File: src/common/hc_regs_defines.svh
`ifndef HC_REGS_DEFINES_SVH
`define HC_REGS_DEFINES_SVH

`define ADDR_W 8
`define OFF_PW_ERR_LOW 8'h38
`define OFF_PW_ERR_HIGH 8'h3C
`define OFF_VENDOR_IDENTITY 8'h40
`define OFF_CTRL_SET 8'h50
`define OFF_CTRL_CLR 8'h54
`define OFF_INT_STATUS 8'h80
`define OFF_INT_MASK 8'h84
`define OFF_ERR_INJECT 8'h88
`define BIT_SWAP_DIS 30
`define BIT_CFG_GRANT 23
`define BIT_ENH_ON 22
`define BIT_LINK_EN 17
`define CTRL_RW_MASK 32'h40420000
`define VENDOR_VALUE 32'h00000000
`define INT_PW_ERR 0
`define INT_GRANT_LOAD 1
`define INT_W 2

`endif

File: src/common/hc_regs_pkg.sv
package hc_regs_pkg;

  typedef struct packed {
    logic [15:0] requester_node_number;
    logic [15:0] dest_offset_upper;
    logic [31:0] dest_offset_lower;
  } pw_error_t;

  typedef struct packed {
    logic data_swap_disable;
    logic phy_enhance_config_grant;
    logic phy_enhance_on;
    logic link_active_enable;
  } ctrl_t;

  typedef enum logic [1:0] {
    ST_RESET,
    ST_LOAD,
    ST_RUN
  } init_state_t;

endpackage : hc_regs_pkg

File: src/rtl/hc_posted_write_error_and_control.sv
`timescale 1ns/1ps
`include "hc_regs_defines.svh"

module hc_posted_write_error_and_control
#(
  // byte address width of the register port
  parameter int ADDR_BITS = `ADDR_W
)
(
  // clock and reset
  input wire logic clk_sys,
  input wire logic rstn,
  // register port
  input wire logic [ADDR_BITS-1:0] reg_addr,
  input wire logic [31:0] reg_wdata,
  input wire logic reg_wr,
  input wire logic reg_rd,
  output logic [31:0] reg_rdata,
  // posted write failure report
  input wire logic pw_fail,
  input wire hc_regs_pkg::pw_error_t pw_fail_info,
  // soft reset request from lower control logic
  input wire logic soft_reset,
  // eeprom load result
  input wire logic eeprom_done,
  input wire logic eeprom_grant,
  // control outputs
  output hc_regs_pkg::ctrl_t ctrl,
  output logic link_connected,
  output logic irq
);
  import hc_regs_pkg::*;

  ////////////////////////////////////////////////////////////////
  // decode

  logic [31:0] err_high_q;
  logic [31:0] err_low_q;
  logic swap_dis_q;
  logic grant_q;
  logic enh_on_q;
  logic link_en_q;
  logic [`INT_W-1:0] int_stat_q;
  logic [`INT_W-1:0] int_mask_q;
  logic [31:0] reg_rdata_q;
  init_state_t state_q;
  init_state_t state_d;

  // one offset compare, shared by strobes and read mux
  function automatic logic addr_hit(input logic [ADDR_BITS-1:0] a, input logic [7:0] off);
    return a == ADDR_BITS'(off);
  endfunction : addr_hit

  wire sel_set = reg_wr && addr_hit(reg_addr, `OFF_CTRL_SET);
  wire sel_clr = reg_wr && addr_hit(reg_addr, `OFF_CTRL_CLR);
  wire sel_stat = reg_wr && addr_hit(reg_addr, `OFF_INT_STATUS);
  wire sel_mask = reg_wr && addr_hit(reg_addr, `OFF_INT_MASK);
  wire set_swap = sel_set && reg_wdata[`BIT_SWAP_DIS];
  wire clr_swap = sel_clr && reg_wdata[`BIT_SWAP_DIS];
  wire set_link = sel_set && reg_wdata[`BIT_LINK_EN];
  wire clr_link = sel_clr && reg_wdata[`BIT_LINK_EN];
  wire link_next = (link_en_q || set_link) && !clr_link;
  // enhance-on may only rise while grant and link are both up
  wire enh_ok = grant_q && link_en_q;
  wire set_enh = sel_set && reg_wdata[`BIT_ENH_ON] && enh_ok;
  wire clr_enh = sel_clr && reg_wdata[`BIT_ENH_ON];
  // grant is clear-only from software
  wire clr_grant = sel_clr && reg_wdata[`BIT_CFG_GRANT];
  wire grant_load = (state_q == ST_LOAD) && eeprom_done;

  // reserved bits fall out as zero from this assembly
  wire [31:0] ctrl_word = {1'b0, swap_dis_q, 6'h00, grant_q, enh_on_q, 4'h0,
    link_en_q, 17'h00000};

  wire [`INT_W-1:0] int_events = {grant_load, pw_fail};
  wire [`INT_W-1:0] int_clr = sel_stat ? reg_wdata[`INT_W-1:0] : {`INT_W{1'b0}};
  // event in the clearing cycle wins
  wire [`INT_W-1:0] int_stat_d = (int_stat_q & ~int_clr) | int_events;

  logic [31:0] rd_mux;
  always_comb
  begin
    if (addr_hit(reg_addr, `OFF_PW_ERR_HIGH))
    begin
      rd_mux = err_high_q;
    end
    else if (addr_hit(reg_addr, `OFF_PW_ERR_LOW))
    begin
      rd_mux = err_low_q;
    end
    else if (addr_hit(reg_addr, `OFF_VENDOR_IDENTITY))
    begin
      rd_mux = `VENDOR_VALUE;
    end
    else if (addr_hit(reg_addr, `OFF_CTRL_SET) || addr_hit(reg_addr, `OFF_CTRL_CLR))
    begin
      rd_mux = ctrl_word;
    end
    else if (addr_hit(reg_addr, `OFF_INT_STATUS))
    begin
      rd_mux = {{(32-`INT_W){1'b0}}, int_stat_q};
    end
    else if (addr_hit(reg_addr, `OFF_INT_MASK))
    begin
      rd_mux = {{(32-`INT_W){1'b0}}, int_mask_q};
    end
    else
    begin
      rd_mux = 32'h00000000;
    end
  end

  always_comb
  begin
    state_d = state_q;
    case (state_q)
      ST_RESET: state_d = ST_LOAD;
      ST_LOAD: if (eeprom_done) state_d = ST_RUN;
      ST_RUN: state_d = ST_RUN;
      default: state_d = ST_RESET;
    endcase
  end

  ////////////////////////////////////////////////////////////////
  // registers

  // capture has no reset: value is undefined until the first error
  always_ff @(posedge clk_sys)
  begin
    if (pw_fail)
    begin
      err_high_q <= {pw_fail_info.requester_node_number, pw_fail_info.dest_offset_upper};
    end
  end

  // lower word is taken by the same failure
  always_ff @(posedge clk_sys)
  begin
    if (pw_fail)
    begin
      err_low_q <= pw_fail_info.dest_offset_lower;
    end
  end

  ////////////////////////////////////////////////////////////////
  // next values

  logic grant_d;
  logic swap_dis_d;
  logic link_en_d;
  logic enh_on_d;
  logic [`INT_W-1:0] int_mask_d;
  logic [31:0] reg_rdata_d;
  logic irq_d;

  always_comb
  begin
    grant_d = grant_q;
    if (grant_load)
      grant_d = eeprom_grant;
    else if (clr_grant)
      grant_d = 1'b0;
  end

  assign swap_dis_d = (swap_dis_q || set_swap) && !clr_swap;
  assign link_en_d = soft_reset ? 1'b0 : link_next;
  // a later drop of link or grant leaves enhance-on alone; only clear, soft reset or rstn ends it
  assign enh_on_d = (enh_on_q || set_enh) && !clr_enh && !soft_reset;
  assign int_mask_d = sel_mask ? reg_wdata[`INT_W-1:0] : int_mask_q;
  // read data stand one cycle, zero otherwise
  assign reg_rdata_d = reg_rd ? rd_mux : 32'h00000000;
  // irq follows the status update of this same edge
  assign irq_d = |(int_stat_d & int_mask_q);

  ////////////////////////////////////////////////////////////////
  // elaboration checks

  // offsets are 8-bit; a narrower port cannot reach them
  if (ADDR_BITS < 8 || ADDR_BITS > 32)
  begin : g_bad_addr_bits
    $error("register address width out of range");
  end

  // status and mask live in the low bits of one word
  if (`INT_W < 1 || `INT_W > 32)
  begin : g_bad_event_bits
    $error("event count out of range");
  end

  // the read word is assembled by hand at these positions
  if (`BIT_SWAP_DIS != 30 || `BIT_CFG_GRANT != 23 || `BIT_ENH_ON != 22 || `BIT_LINK_EN != 17)
  begin : g_bad_layout
    $error("control bit layout differs from read word");
  end

  // settable bits must match the set/clear decode
  if (`CTRL_RW_MASK != ((32'h1 << `BIT_SWAP_DIS) | (32'h1 << `BIT_ENH_ON) | (32'h1 << `BIT_LINK_EN)))
  begin : g_bad_rw_mask
    $error("settable control mask differs from decode");
  end

  ////////////////////////////////////////////////////////////////
  // control and status flops

  always_ff @(posedge clk_sys)
  begin
    if (!rstn)
    begin
      state_q <= ST_RESET;
    end
    else
    begin
      state_q <= state_d;
    end
  end

  // software can only clear the grant
  always_ff @(posedge clk_sys)
  begin
    if (!rstn)
    begin
      grant_q <= 1'b0;
    end
    else
    begin
      grant_q <= grant_d;
    end
  end

  always_ff @(posedge clk_sys)
  begin
    if (!rstn)
    begin
      swap_dis_q <= 1'b0;
    end
    else
    begin
      swap_dis_q <= swap_dis_d;
    end
  end

  // both hardware and soft reset drop the link
  always_ff @(posedge clk_sys)
  begin
    if (!rstn)
    begin
      link_en_q <= 1'b0;
    end
    else
    begin
      link_en_q <= link_en_d;
    end
  end

  always_ff @(posedge clk_sys)
  begin
    if (!rstn)
    begin
      enh_on_q <= 1'b0;
    end
    else
    begin
      enh_on_q <= enh_on_d;
    end
  end

  always_ff @(posedge clk_sys)
  begin
    if (!rstn)
    begin
      int_mask_q <= {`INT_W{1'b0}};
    end
    else
    begin
      int_mask_q <= int_mask_d;
    end
  end

  // one cycle of read latency keeps the bus output on a flop
  always_ff @(posedge clk_sys)
  begin
    if (!rstn)
    begin
      reg_rdata_q <= 32'h00000000;
    end
    else
    begin
      reg_rdata_q <= reg_rdata_d;
    end
  end

  // registered so the interrupt pin never glitches
  always_ff @(posedge clk_sys)
  begin
    if (!rstn)
    begin
      irq <= 1'b0;
    end
    else
    begin
      irq <= irq_d;
    end
  end

  // one flop per event bit; set beats a same-cycle clear
  for (genvar i = 0; i < `INT_W; i++)
  begin : g_event
    always_ff @(posedge clk_sys)
    begin
      if (!rstn)
      begin
        int_stat_q[i] <= 1'b0;
      end
      else
      begin
        int_stat_q[i] <= int_stat_d[i];
      end
    end
  end

  ////////////////////////////////////////////////////////////////
  // outputs

  assign reg_rdata = reg_rdata_q;
  assign ctrl.data_swap_disable = swap_dis_q;
  assign ctrl.phy_enhance_config_grant = grant_q;
  assign ctrl.phy_enhance_on = enh_on_q;
  assign ctrl.link_active_enable = link_en_q;
  // low link enable means no packet moves on the bus
  assign link_connected = link_en_q;

endmodule : hc_posted_write_error_and_control

File: config.mk
export PLATFORM = sky130hd
export DESIGN_NAME = hc_posted_write_error_and_control
export DESIGN_NICKNAME = d
export VERILOG_FILES = /design/src/common/hc_regs_pkg.sv /design/src/rtl/hc_posted_write_error_and_control.sv
export VERILOG_INCLUDE_DIRS = /design/src /design/src/common
export SDC_FILE = /design/constraint.sdc
export NUM_CORES = 1
export LEC_CHECK = 0
export ABC_AREA = 1
export ABC_CLOCK_PERIOD_IN_PS = 1700
export BUFFER_PORTS_ARGS = -buffer_cell sky130_fd_sc_hd__buf_2
export CAP_MARGIN = 0
export CORE_MARGIN = 1.5
export CORE_UTILIZATION = 23
export CTS_CLUSTER_SIZE = 25
export DETAILED_ROUTE_END_ITERATION = 16
export HOLD_SLACK_MARGIN = 0.08
export PLACE_DENSITY = 0.49
export SLEW_MARGIN = 30
export SYNTH_ARGS = -nofsm -noshare
export SYNTH_HDL_FRONTEND = slang
export SYNTH_SLANG_ARGS = --single-unit
File: constraint.sdc
create_clock -name clk_sys -period 1.7 [get_ports clk_sys]
set_input_delay 0.34 -clock clk_sys [delete_from_list [all_inputs] [get_ports clk_sys]]
set_output_delay 0.34 -clock clk_sys [all_outputs]
set_load 0.005 [all_outputs]
==> results.py, run 1 <==
metrics = {
    "cts": {
        "ctsHtreeMaxLevel": 3,
        "cts.sinks": 107,
        "cts_made_buffers": 9,
        "clk_latency_ps": 350,
        "cts_buffer_depth": 2,
        "post_cts_buffers": 0,
        "cts-hold-fix-buffers": 0,
        "clk_pin_slew_ps": 70,
        "cts-resized-gates": 0,
        "root_buffer": "clkbuf_16",
        "cts_tree": "built",
    },
    "pwr": {
        "peakVddDrop_mv": 0.438,
        "power.switching_mw": 1.20,
        "p_clk_share_pct": 40.8,
        "combPwrFrac_pct": 6.0,
        "p_sw_share_pct": 21.5,
        "p_leak_nw": 2.00,
        "power.internal_mw": 4.37,
        "p_per_area_nw_per_um2": 1100,
        "seqPwrFrac_pct": 53.2,
    },
    "sta": {
        "tns_ps": 0,
        "max_freq_mhz": 805,
        "hold_viol_final": 0,
        "tightest_slew_ps": 367,
        "slew_headroom_pct": 75.5,
        "finalMaxSlewViolations": 0,
        "fin_skew_ps": 6.18,
        "fin_crit_sh_pct": 73.1,
        "setup_viol_count_final": 0,
        "rsz0062_at_grt": "false",
        "period_needed_ps": 1240,
        "timing.hold.ws_ps": 162,
    },
    "synth": {
        "synth-edff-count": 64,
        "syn_nets": 429,
        "yosysWarnings": 0,
        "yosysMostFrequentCell": "nand2_1",
        "synth_cells": 315,
        "synth-seq-area-share_pct": 73.6,
        "synthTopCellsByArea": "edfxtp_1 51%, dfxtp_1 23%, nand2_1 7.5%",
        "synth_ff_type": "edfxtp_1",
        "syn-cell-area_um2": 3780,
        "yosysTopAreaCell": "edfxtp_1",
        "ys_seq_elements": 107,
        "yosysTopAreaCellShare_pct": 50.8,
        "synth_top_cells_by_count": "76 x nand2_1, 64 x edfxtp_1, 43 x dfxtp_1",
        "syn_area_per_cell_um2": 12.0,
        "synthArstFlopShare_pct": 0,
        "ys_types": 26,
    },
    "final_layout": {
        "finish.utilization_pct": 31.5,
        "nets": 560,
        "fillers": 1690,
        "stdcell_count": 667,
        "drive_gt1_share_pct": 35.5,
        "antennaDiodeCount": 0,
        "areaGrowthSynthToFinish_pct": 33.4,
    },
    "worst_setup_path": {
        "critPathRequiredTime_ps": 1360,
        "rrSetupSlack_ps": 650,
        "r2r_end": "state_q[0]",
        "critical-path-max-stage-delay_ps": 410,
        "start_kind": "flop",
        "reg2reg_from": "state_q[1]",
        "reg2reg_depth": 6,
        "crit_cells": 1,
        "path_cells": "buf_2",
        "crit_fanout": 4,
        "cp.arrival_ps": 900,
        "crit_family": "flip-flops",
        "critPathKind": "flop to output pin",
        "endpoint_kind": "output pin",
        "timing.critical_path.buf_inv": 1,
        "critPathSlowestCell": "dfxtp_1",
    },
    "floorplanning": {
        "io_pins": 150,
        "coreArea_um2": 16000,
        "die-height_um": 131,
        "die_x_um": 131,
        "std_cell_rows": 46,
        "start_util_pct": 23.6,
        "die_area_um2": 17200,
    },
    "min_path": {
        "whs_path_depth": 1,
        "worstHoldEndpoint": "err_high_q[11]",
        "hold_path_class": "input port to flop",
        "worstHoldStart": "pw_fail_info[43]",
    },
    "global_route": {
        "grt_pass1_wl_um": 14300,
        "grt_max_degree": 27,
        "grt_pass1_vias": 2820,
        "grt_antenna_before_repair": 0,
        "grt_remaining_overflow": 0,
        "grtUsageTotal_pct": 10.9,
    },
    "detailed_routing": {
        "vias_per_cell": 3.95,
        "remaining_drc_errors": 0,
        "dr.pass1.iters": 4,
        "wirelength_um": 8940,
        "routedWlPerCell_um": 13.4,
        "drt_iter0_drc": 103,
        "vias": 2633,
        "final_antenna_net_count": 0,
    },
    "flow_run": {
        "cap_violations": 0,
    },
    "outcome": {
        "outcome": "complete, no violations",
    },
    "placement": {
        "gp_congestion": 0.797,
        "hpwl_um": 6240,
        "dp.cells": 651,
        "port-buffer-count": 123,
    },
}
==> layout make-up <==
cell class              instances  area, um2  area share [%]
clock buffers                  10        229            4.54
clock inverters                 6       96.3            1.91
inverters                      21       78.8            1.56
multi-input cells             174        836            16.6
flip-flops and latches        107       2780            55.1
well taps                     216        270            5.36
repair buffers                133        753            14.9
==> kinds of logic after synthesis <==
group                      after synthesis  share of synthesized area, %
AOI/OAI and AO/OA                       60                          8.44
adders and majority gates                2                         0.661
buffers and inverters                   34                          4.33
DFF                                    107                          73.6
and+or+nand+nor                        112                          13.0
==> registers in the layout (all words and copies together), names as in the netlist <==
| name | cells |
|---|---|
| int_stat_q | 2 |
| swap_dis_q | 1 |
| state_q | 2 |
| enh_on_q | 1 |
| err_high_q | 32 |
| reg_rdata | 32 |
| err_low_q | 32 |
| grant_q | 1 |
| link_connected | 1 |
| int_mask_q | 2 |
| irq | 1 |
==> per-layer routing <==
metal,track usage [%],up-vias,wire length [um]
met1,12.3,1189,3770
met3,3.55,12,668
met2,18.7,97,4320
li1,-,1335,-
met4,5.06,0,179
met5,0,-,0
==> layout by cell type, fill, tap and decap left out, drive strengths merged, types with 3 or more instances in the layout <==
master	instances
buf	133
nand3	10
dfxtp	43
o211ai	4
nand2	82
a21oi	41
nor3	3
clkbuf	10
o21ai	12
inv	23
edfxtp	64
nor2	13
==> worst max path at each step <==
stage	from	end	slack (ps)
3_5_place_dp	reg_addr[1]	reg_rdata[17]	150
3_3_place_gp	reg_addr[2]	reg_rdata[29]	160
4_1_cts	grant_q	ctrl[2]	430
2_1_floorplan	reg_addr[2]	reg_rdata[1]	300
5_1_grt	reg_addr[1]	swap_dis_q	350
6_report	grant_q	ctrl[2]	460
==> stage by stage <==
stage	setup slack [ps]	instance area, um2	power, mW
2_1_floorplan	301	3780	3.15
3_3_place_gp	161	4720	3.34
3_5_place_dp	152	4720	3.37
4_1_cts	434	5050	5.69
5_1_grt	354	5050	5.85
6_report	457	5050	5.57
==> power by group through the flow <==
stage | registers [mW] | logic, mW | clock network [mW]
2_1_floorplan | 3.01 | 0.142 | 0
3_5_place_dp | 3.03 | 0.340 | 0
6_report | 2.97 | 0.334 | 2.27
5_1_grt | 2.98 | 0.389 | 2.48
3_3_place_gp | 3.02 | 0.320 | 0
4_1_cts | 2.97 | 0.341 | 2.38
No activity file was read; power rests on OpenSTA's default activity.
==> run 2: changes to the inputs <==
--- a/config.mk
+++ b/config.mk
@@ -7,7 +7,7 @@
 export NUM_CORES = 1
 export LEC_CHECK = 0
 export ABC_AREA = 1
-export ABC_CLOCK_PERIOD_IN_PS = 1700
+export ABC_CLOCK_PERIOD_IN_PS = 1270
 export BUFFER_PORTS_ARGS = -buffer_cell sky130_fd_sc_hd__buf_2
 export CAP_MARGIN = 0
 export CORE_MARGIN = 1.5
==> constraint.sdc (replaced) <==
create_clock -name clk_sys -period 1.27 [get_ports clk_sys]
set_input_delay 0.254 -clock clk_sys [delete_from_list [all_inputs] [get_ports clk_sys]]
set_output_delay 0.254 -clock clk_sys [all_outputs]
set_load 0.005 [all_outputs]
==> run 2 against run 1 <==
Against the previous run: clock-buffer cell count fell by 1; clock power rose by 34%; largest power group unchanged; global-route usage rose by 0.37 points; combinational power rose by 84%; flip-flop and latch count did not move; critical path type unchanged.
==> results.py, run 2 (synthesized netlist as in run 1, its figures left out) <==
metrics = {
    "worst_setup_path": {
        "reg2reg_from": "state_q[1]",
        "crit_cells": 1,
        "critPathSlowestCell": "dfxtp_1",
        "timing.critical_path.buf_inv": 1,
        "critPathKind": "flop to output pin",
        "critPathCapture": "ctrl[2]",
        "r2r_end": "state_q[0]",
        "endpoint_kind": "output pin",
        "critPathRequiredTime_ps": 1020,
        "path_cells": "buf_2",
        "crit_family": "flip-flops",
        "critical-path-max-stage-delay_ps": 400,
        "rrSetupSlack_ps": 220,
        "crit_start": "grant_q",
        "cp.arrival_ps": 890,
        "crit_fanout": 4,
        "reg2reg_depth": 6,
        "start_kind": "flop",
    },
    "outcome": {
        "outcome": "complete, no violations",
    },
    "cts": {
        "clk_latency_ps": 350,
        "cts-hold-fix-buffers": 61,
        "ctsHtreeMaxLevel": 3,
        "cts.sinks": 107,
        "clk_pin_slew_ps": 70,
        "cts_made_buffers": 9,
        "cts_buffer_depth": 2,
        "post_cts_buffers": 0,
        "root_buffer": "clkbuf_16",
        "cts_tree": "built",
        "cts-resized-gates": 0,
    },
    "placement": {
        "hpwl_um": 6350,
        "port-buffer-count": 123,
        "gp_congestion": 0.847,
        "dp.cells": 664,
    },
    "sta": {
        "max_freq_mhz": 871,
        "tightest_slew_ps": 301,
        "setup_viol_count_final": 0,
        "tns_ps": 0,
        "hold_viol_final": 0,
        "rsz0062_at_grt": "false",
        "finalMaxSlewViolations": 0,
        "fin_crit_sh_pct": 90.4,
        "slew_headroom_pct": 79.8,
        "fin_skew_ps": 3.97,
        "period_needed_ps": 1150,
    },
    "pwr": {
        "power.switching_mw": 1.65,
        "peakVddDrop_mv": 0.602,
        "p_sw_share_pct": 21.6,
        "seqPwrFrac_pct": 52.1,
        "power.internal_mw": 5.98,
        "combPwrFrac_pct": 8.1,
        "p_per_area_nw_per_um2": 1320,
        "p_clk_share_pct": 39.9,
        "p_leak_nw": 2.32,
    },
    "min_path": {
        "hold_path_class": "input port to flop",
    },
    "detailed_routing": {
        "wirelength_um": 9430,
        "routedWlPerCell_um": 12.7,
        "remaining_drc_errors": 0,
        "dr.pass1.iters": 4,
        "vias": 2924,
        "drt_iter0_drc": 64,
        "vias_per_cell": 3.95,
        "final_antenna_net_count": 0,
    },
    "global_route": {
        "grt_pass1_wl_um": 14900,
        "grt_max_degree": 37,
        "grt_remaining_overflow": 0,
        "grt_pass1_vias": 3047,
        "grtUsageTotal_pct": 11.3,
        "grt_antenna_before_repair": 0,
    },
    "final_layout": {
        "final_common_cell": "buf_2",
        "multiInputGateArea_um2": 838,
        "regArea_um2": 2780,
        "areaGrowthSynthToFinish_pct": 52.2,
        "stdcell_count": 741,
        "fillers": 1649,
        "nets": 634,
        "finish.utilization_pct": 36.0,
        "layout_common_cells": "123 x buf_2, 76 x nand2_1, 64 x edfxtp_1",
        "antennaDiodeCount": 0,
        "drive_gt1_share_pct": 33.3,
    },
    "floorplanning": {
        "std_cell_rows": 46,
        "die_x_um": 131,
        "die-height_um": 131,
        "start_util_pct": 23.6,
        "io_pins": 150,
        "die_area_um2": 17200,
        "coreArea_um2": 16000,
    },
    "flow_run": {
        "cap_violations": 0,
    },
}
-- run 2: power groups by stage --
stage	Combinational (mW)	Clock, mW	Sequential [mW]
after floorplan	0.190	0	4.03
after global placement	0.451	0	4.04
after detailed placement	0.473	0	4.05
after CTS	0.622	3.16	3.97
after global routing	0.690	3.27	3.99
final	0.614	3.04	3.97
-- run 2: worst min path at each step --
stage                      from        endpoint  slack (ps)  depth (start not counted)
6_report       pw_fail_info[59]  err_high_q[27]         100                          1
5_1_grt        pw_fail_info[59]  err_high_q[27]          90                          1
4_1_cts        pw_fail_info[22]   err_low_q[22]          80                          1
3_5_place_dp    pw_fail_info[8]    err_low_q[8]         430                          1
3_3_place_gp   pw_fail_info[15]   err_low_q[15]         430                          1
2_1_floorplan  pw_fail_info[32]   err_high_q[0]         350                          0
-- run 2: metrics by stage --
| step | setup slack [ps] | power, mW | area, um2 | hold slack (ps) |
|---|---|---|---|---|
| 2_1_floorplan | 13.2 | 4.22 | 3780 | 353 |
| 3_3_place_gp | -153 | 4.49 | 4820 | 430 |
| 3_5_place_dp | -171 | 4.52 | 4820 | 432 |
| 4_1_cts | 95.2 | 7.75 | 5760 | 81.9 |
| 5_1_grt | 44.0 | 7.95 | 5760 | 85.8 |
| 6_report | 122 | 7.62 | 5760 | 99.6 |
-- run 2: layout make-up --
| type | count | share of cell area, % |
|---|---|---|
| Clock buffer | 9 | 3.91 |
| Inverter | 21 | 1.37 |
| Tap cell | 216 | 4.69 |
| Timing Repair Buffer | 207 | 25.4 |
| Clock inverter | 7 | 1.74 |
| Sequential cell | 107 | 48.3 |
| Multi-Input combinational cell | 174 | 14.6 |
-- run 2: routing by layer --
metal | global-route usage, % | routed length [um] | up-vias
met5 | 0 | 0 | -
met4 | 5.24 | 197 | 0
met3 | 2.85 | 505 | 14
met2 | 19.3 | 4470 | 98
met1 | 13.2 | 4260 | 1327
li1 | - | - | 1485
==> run 3: changes to the inputs <==
--- a/config.mk
+++ b/config.mk
@@ -6,7 +6,6 @@
 export SDC_FILE = /design/constraint.sdc
 export NUM_CORES = 1
 export LEC_CHECK = 0
-export ABC_AREA = 1
 export ABC_CLOCK_PERIOD_IN_PS = 1270
 export BUFFER_PORTS_ARGS = -buffer_cell sky130_fd_sc_hd__buf_2
 export CAP_MARGIN = 0
==> run 3 against run 2 <==
Against the previous run: setup slack got worse by 81 ps; sequential power about the same; via count decreased by 5.0%; critical path depth increased by 6; highest routed layer unchanged; critical path type is now input port to flop.
==> results.py, run 3 <==
metrics = {
    "sta": {
        "fin_skew_ps": 7.15,
        "tns_ps": 0,
        "max_freq_mhz": 814,
        "tightest_slew_ps": 314,
        "finalMaxSlewViolations": 0,
        "fin_crit_sh_pct": 96.8,
        "period_needed_ps": 1230,
        "setup_viol_count_final": 0,
        "hold_viol_final": 0,
        "fin_ws_ps": 40.8,
        "slew_headroom_pct": 79.1,
    },
    "final_layout": {
        "stdcell_count": 674,
        "nets": 571,
        "drive_gt1_share_pct": 37.9,
        "fillers": 1508,
        "final_common_cell": "buf_2",
        "areaGrowthSynthToFinish_pct": 56.7,
        "layout_common_cells": "123 x buf_2, 64 x edfxtp_1, 64 x dlygate4sd3_1",
    },
    "detailed_routing": {
        "wirelength_um": 9490,
        "drt_iter0_drc": 108,
        "remaining_drc_errors": 0,
        "dr.pass1.iters": 6,
        "vias": 2779,
        "vias_per_cell": 4.12,
        "routedWlPerCell_um": 14.1,
        "final_antenna_net_count": 0,
    },
    "floorplanning": {
        "die_area_um2": 16700,
        "die-height_um": 129,
        "start_util_pct": 23.9,
        "die_x_um": 129,
        "io_pins": 150,
        "coreArea_um2": 15400,
        "std_cell_rows": 45,
    },
    "min_path": {
        "hold_path_class": "input port to flop",
    },
    "synth": {
        "ys_types": 39,
        "syn-cell-area_um2": 3670,
        "syn_nets": 362,
        "ys_seq_elements": 107,
        "synth_cells": 248,
        "synth_top_cells_by_count": "64 x edfxtp_1, 43 x dfxtp_1, 35 x nor2_1",
        "synthArstFlopShare_pct": 0,
        "synth_ff_type": "edfxtp_1",
        "synth-edff-count": 64,
        "syn_area_per_cell_um2": 14.8,
        "synth-seq-area-share_pct": 75.9,
        "yosysTopAreaCellShare_pct": 52.4,
        "yosysMostFrequentCell": "edfxtp_1",
        "yosysTopAreaCell": "edfxtp_1",
        "yosysWarnings": 0,
        "synthTopCellsByArea": "edfxtp_1 52%, dfxtp_1 23%, a22oi_1 5.9%",
    },
    "worst_setup_path": {
        "crit_fanout": 4,
        "cp.arrival_ps": 1470,
        "critPathKind": "input port to flop",
        "crit_family": "simple AND/OR/NAND/NOR gates",
        "critPathRequiredTime_ps": 1510,
        "timing.critical_path.buf_inv": 3,
        "path_cells": "buf_2 -> buf_4 -> nor4b_4 -> buf_4 -> and4_1 -> mux2i_1 -> nor2_1",
        "critical-path-max-stage-delay_ps": 290,
        "endpoint_kind": "flop",
        "critPathSlowestCell": "nor4b_4",
        "start_kind": "input port",
        "path_common_cell": "buf_4",
    },
    "placement": {
        "hpwl_um": 6300,
        "dp_slack_ps": -358,
        "gp_congestion": 0.748,
        "port-buffer-count": 123,
        "dp.cells": 592,
    },
    "global_route": {
        "grt_antenna_before_repair": 1,
        "grt_remaining_overflow": 0,
        "grt_pass1_vias": 2865,
        "grt_pass1_wl_um": 14400,
        "grt_max_degree": 39,
        "grtUsageTotal_pct": 11.7,
    },
    "pwr": {
        "p_leak_nw": 2.31,
        "p_per_area_nw_per_um2": 1320,
        "peakVddDrop_mv": 0.925,
        "finalPower_mw": 7.57,
    },
    "flow_run": {
        "cap_violations": 0,
    },
    "cts": {
        "root_buffer": "clkbuf_16",
        "ctsHtreeMaxLevel": 3,
        "cts_buffer_depth": 2,
        "cts_tree": "built",
        "clk_pin_slew_ps": 70,
        "clk_latency_ps": 350,
        "cts_made_buffers": 9,
        "cts.sinks": 107,
    },
    "outcome": {
        "outcome": "complete, no violations",
    },
}
-- run 3: cell types whose count changed after synthesis, sizes merged, moves of 3 or more --
| cell | before | now |
|---|---|---|
| nand2 | 82 | 9 |
| a21oi | 41 | 8 |
| a22oi | 0 | 29 |
| nor2 | 13 | 35 |
| inv | 21 | 6 |
| o21ai | 12 | 0 |
| nand3 | 10 | 0 |
| mux2i | 0 | 5 |
| o211ai | 4 | 0 |
| a211oi | 0 | 3 |
| and4 | 0 | 3 |
-- run 3: report_power, final --
group | switching [mW] | total [mW] | internal (mW)
sequential | 0.0740 | 3.97 | 3.90
combinational | 0.265 | 0.628 | 0.363
clock | 1.24 | 2.97 | 1.73
total | 1.58 | 7.57 | 5.99
-- run 3: worst paths after layout --
path,start,to,slack [ps],depth (start not counted)
worst min register to register,enh_on_q,reg_rdata[22],480,2
worst max-delay path,reg_addr[6],int_mask_q[0],40,7
worst max register to register,state_q[1],irq,150,5
worst min-delay path,pw_fail_info[24],err_low_q[24],110,1
-- run 3: final cells by class --
cell class | instances | area (um2) | area share, %
well taps | 211 | 264 | 4.60
clock buffers | 10 | 229 | 3.99
flip-flops and latches | 107 | 2780 | 48.5
inverters | 6 | 22.5 | 0.392
clock inverters | 6 | 88.8 | 1.55
diodes | 1 | 2.50 | 0.0436
multi-input cells | 120 | 815 | 14.2
repair buffers | 213 | 1540 | 26.8
-- run 3: worst reg2reg max path: cells and delay by family (launching register included) --
family / cells / cell delay [ps]
buffers and inverters: 1 / 60
AND/OR/NAND/NOR: 1 / 140
flip-flops: 1 / 330
AO/OA/AOI/OAI: 2 / 290
adder cells (fa/ha/maj): 1 / 190
-- run 3: kinds of logic after synthesis --
kind of cell	share of synthesized area, %
DFF	75.9
AOI/OAI and AO/OA	10.2
adders and majority gates	0.682
and+or+nand+nor	8.50
buffers and inverters	3.07
muxes	1.67
-- run 3: layer usage --
metal	GRT usage, %	vias up	share of wire (%)
met5	0	-	0
met2	20.0	95	48
met4	4.63	0	1.3
met3	3.92	8	6.1
met1	13.5	1332	44
li1	-	1344	-
-- run 3: timing repair --
item | in CTS | in global routing
setup endpoints to repair | 0 | 5
setup buffers | 0 | 1
resized for setup | 0 | 7
hold buffers | 64 | 0
hold endpoints to repair | 64 | 0
-- run 3: metrics by stage --
| stage | instance area (um2) | util (%) | hold WS, ps |
|---|---|---|---|
| after CTS | 5700 | 37.1 | 82.4 |
| after floorplan | 3690 | - | 349 |
| final | 5740 | 37.4 | 111 |
| after global placement | 4740 | 30.9 | 431 |
| after detailed placement | 4740 | 30.9 | 432 |
| after global routing | 5740 | 37.4 | 92.3 |
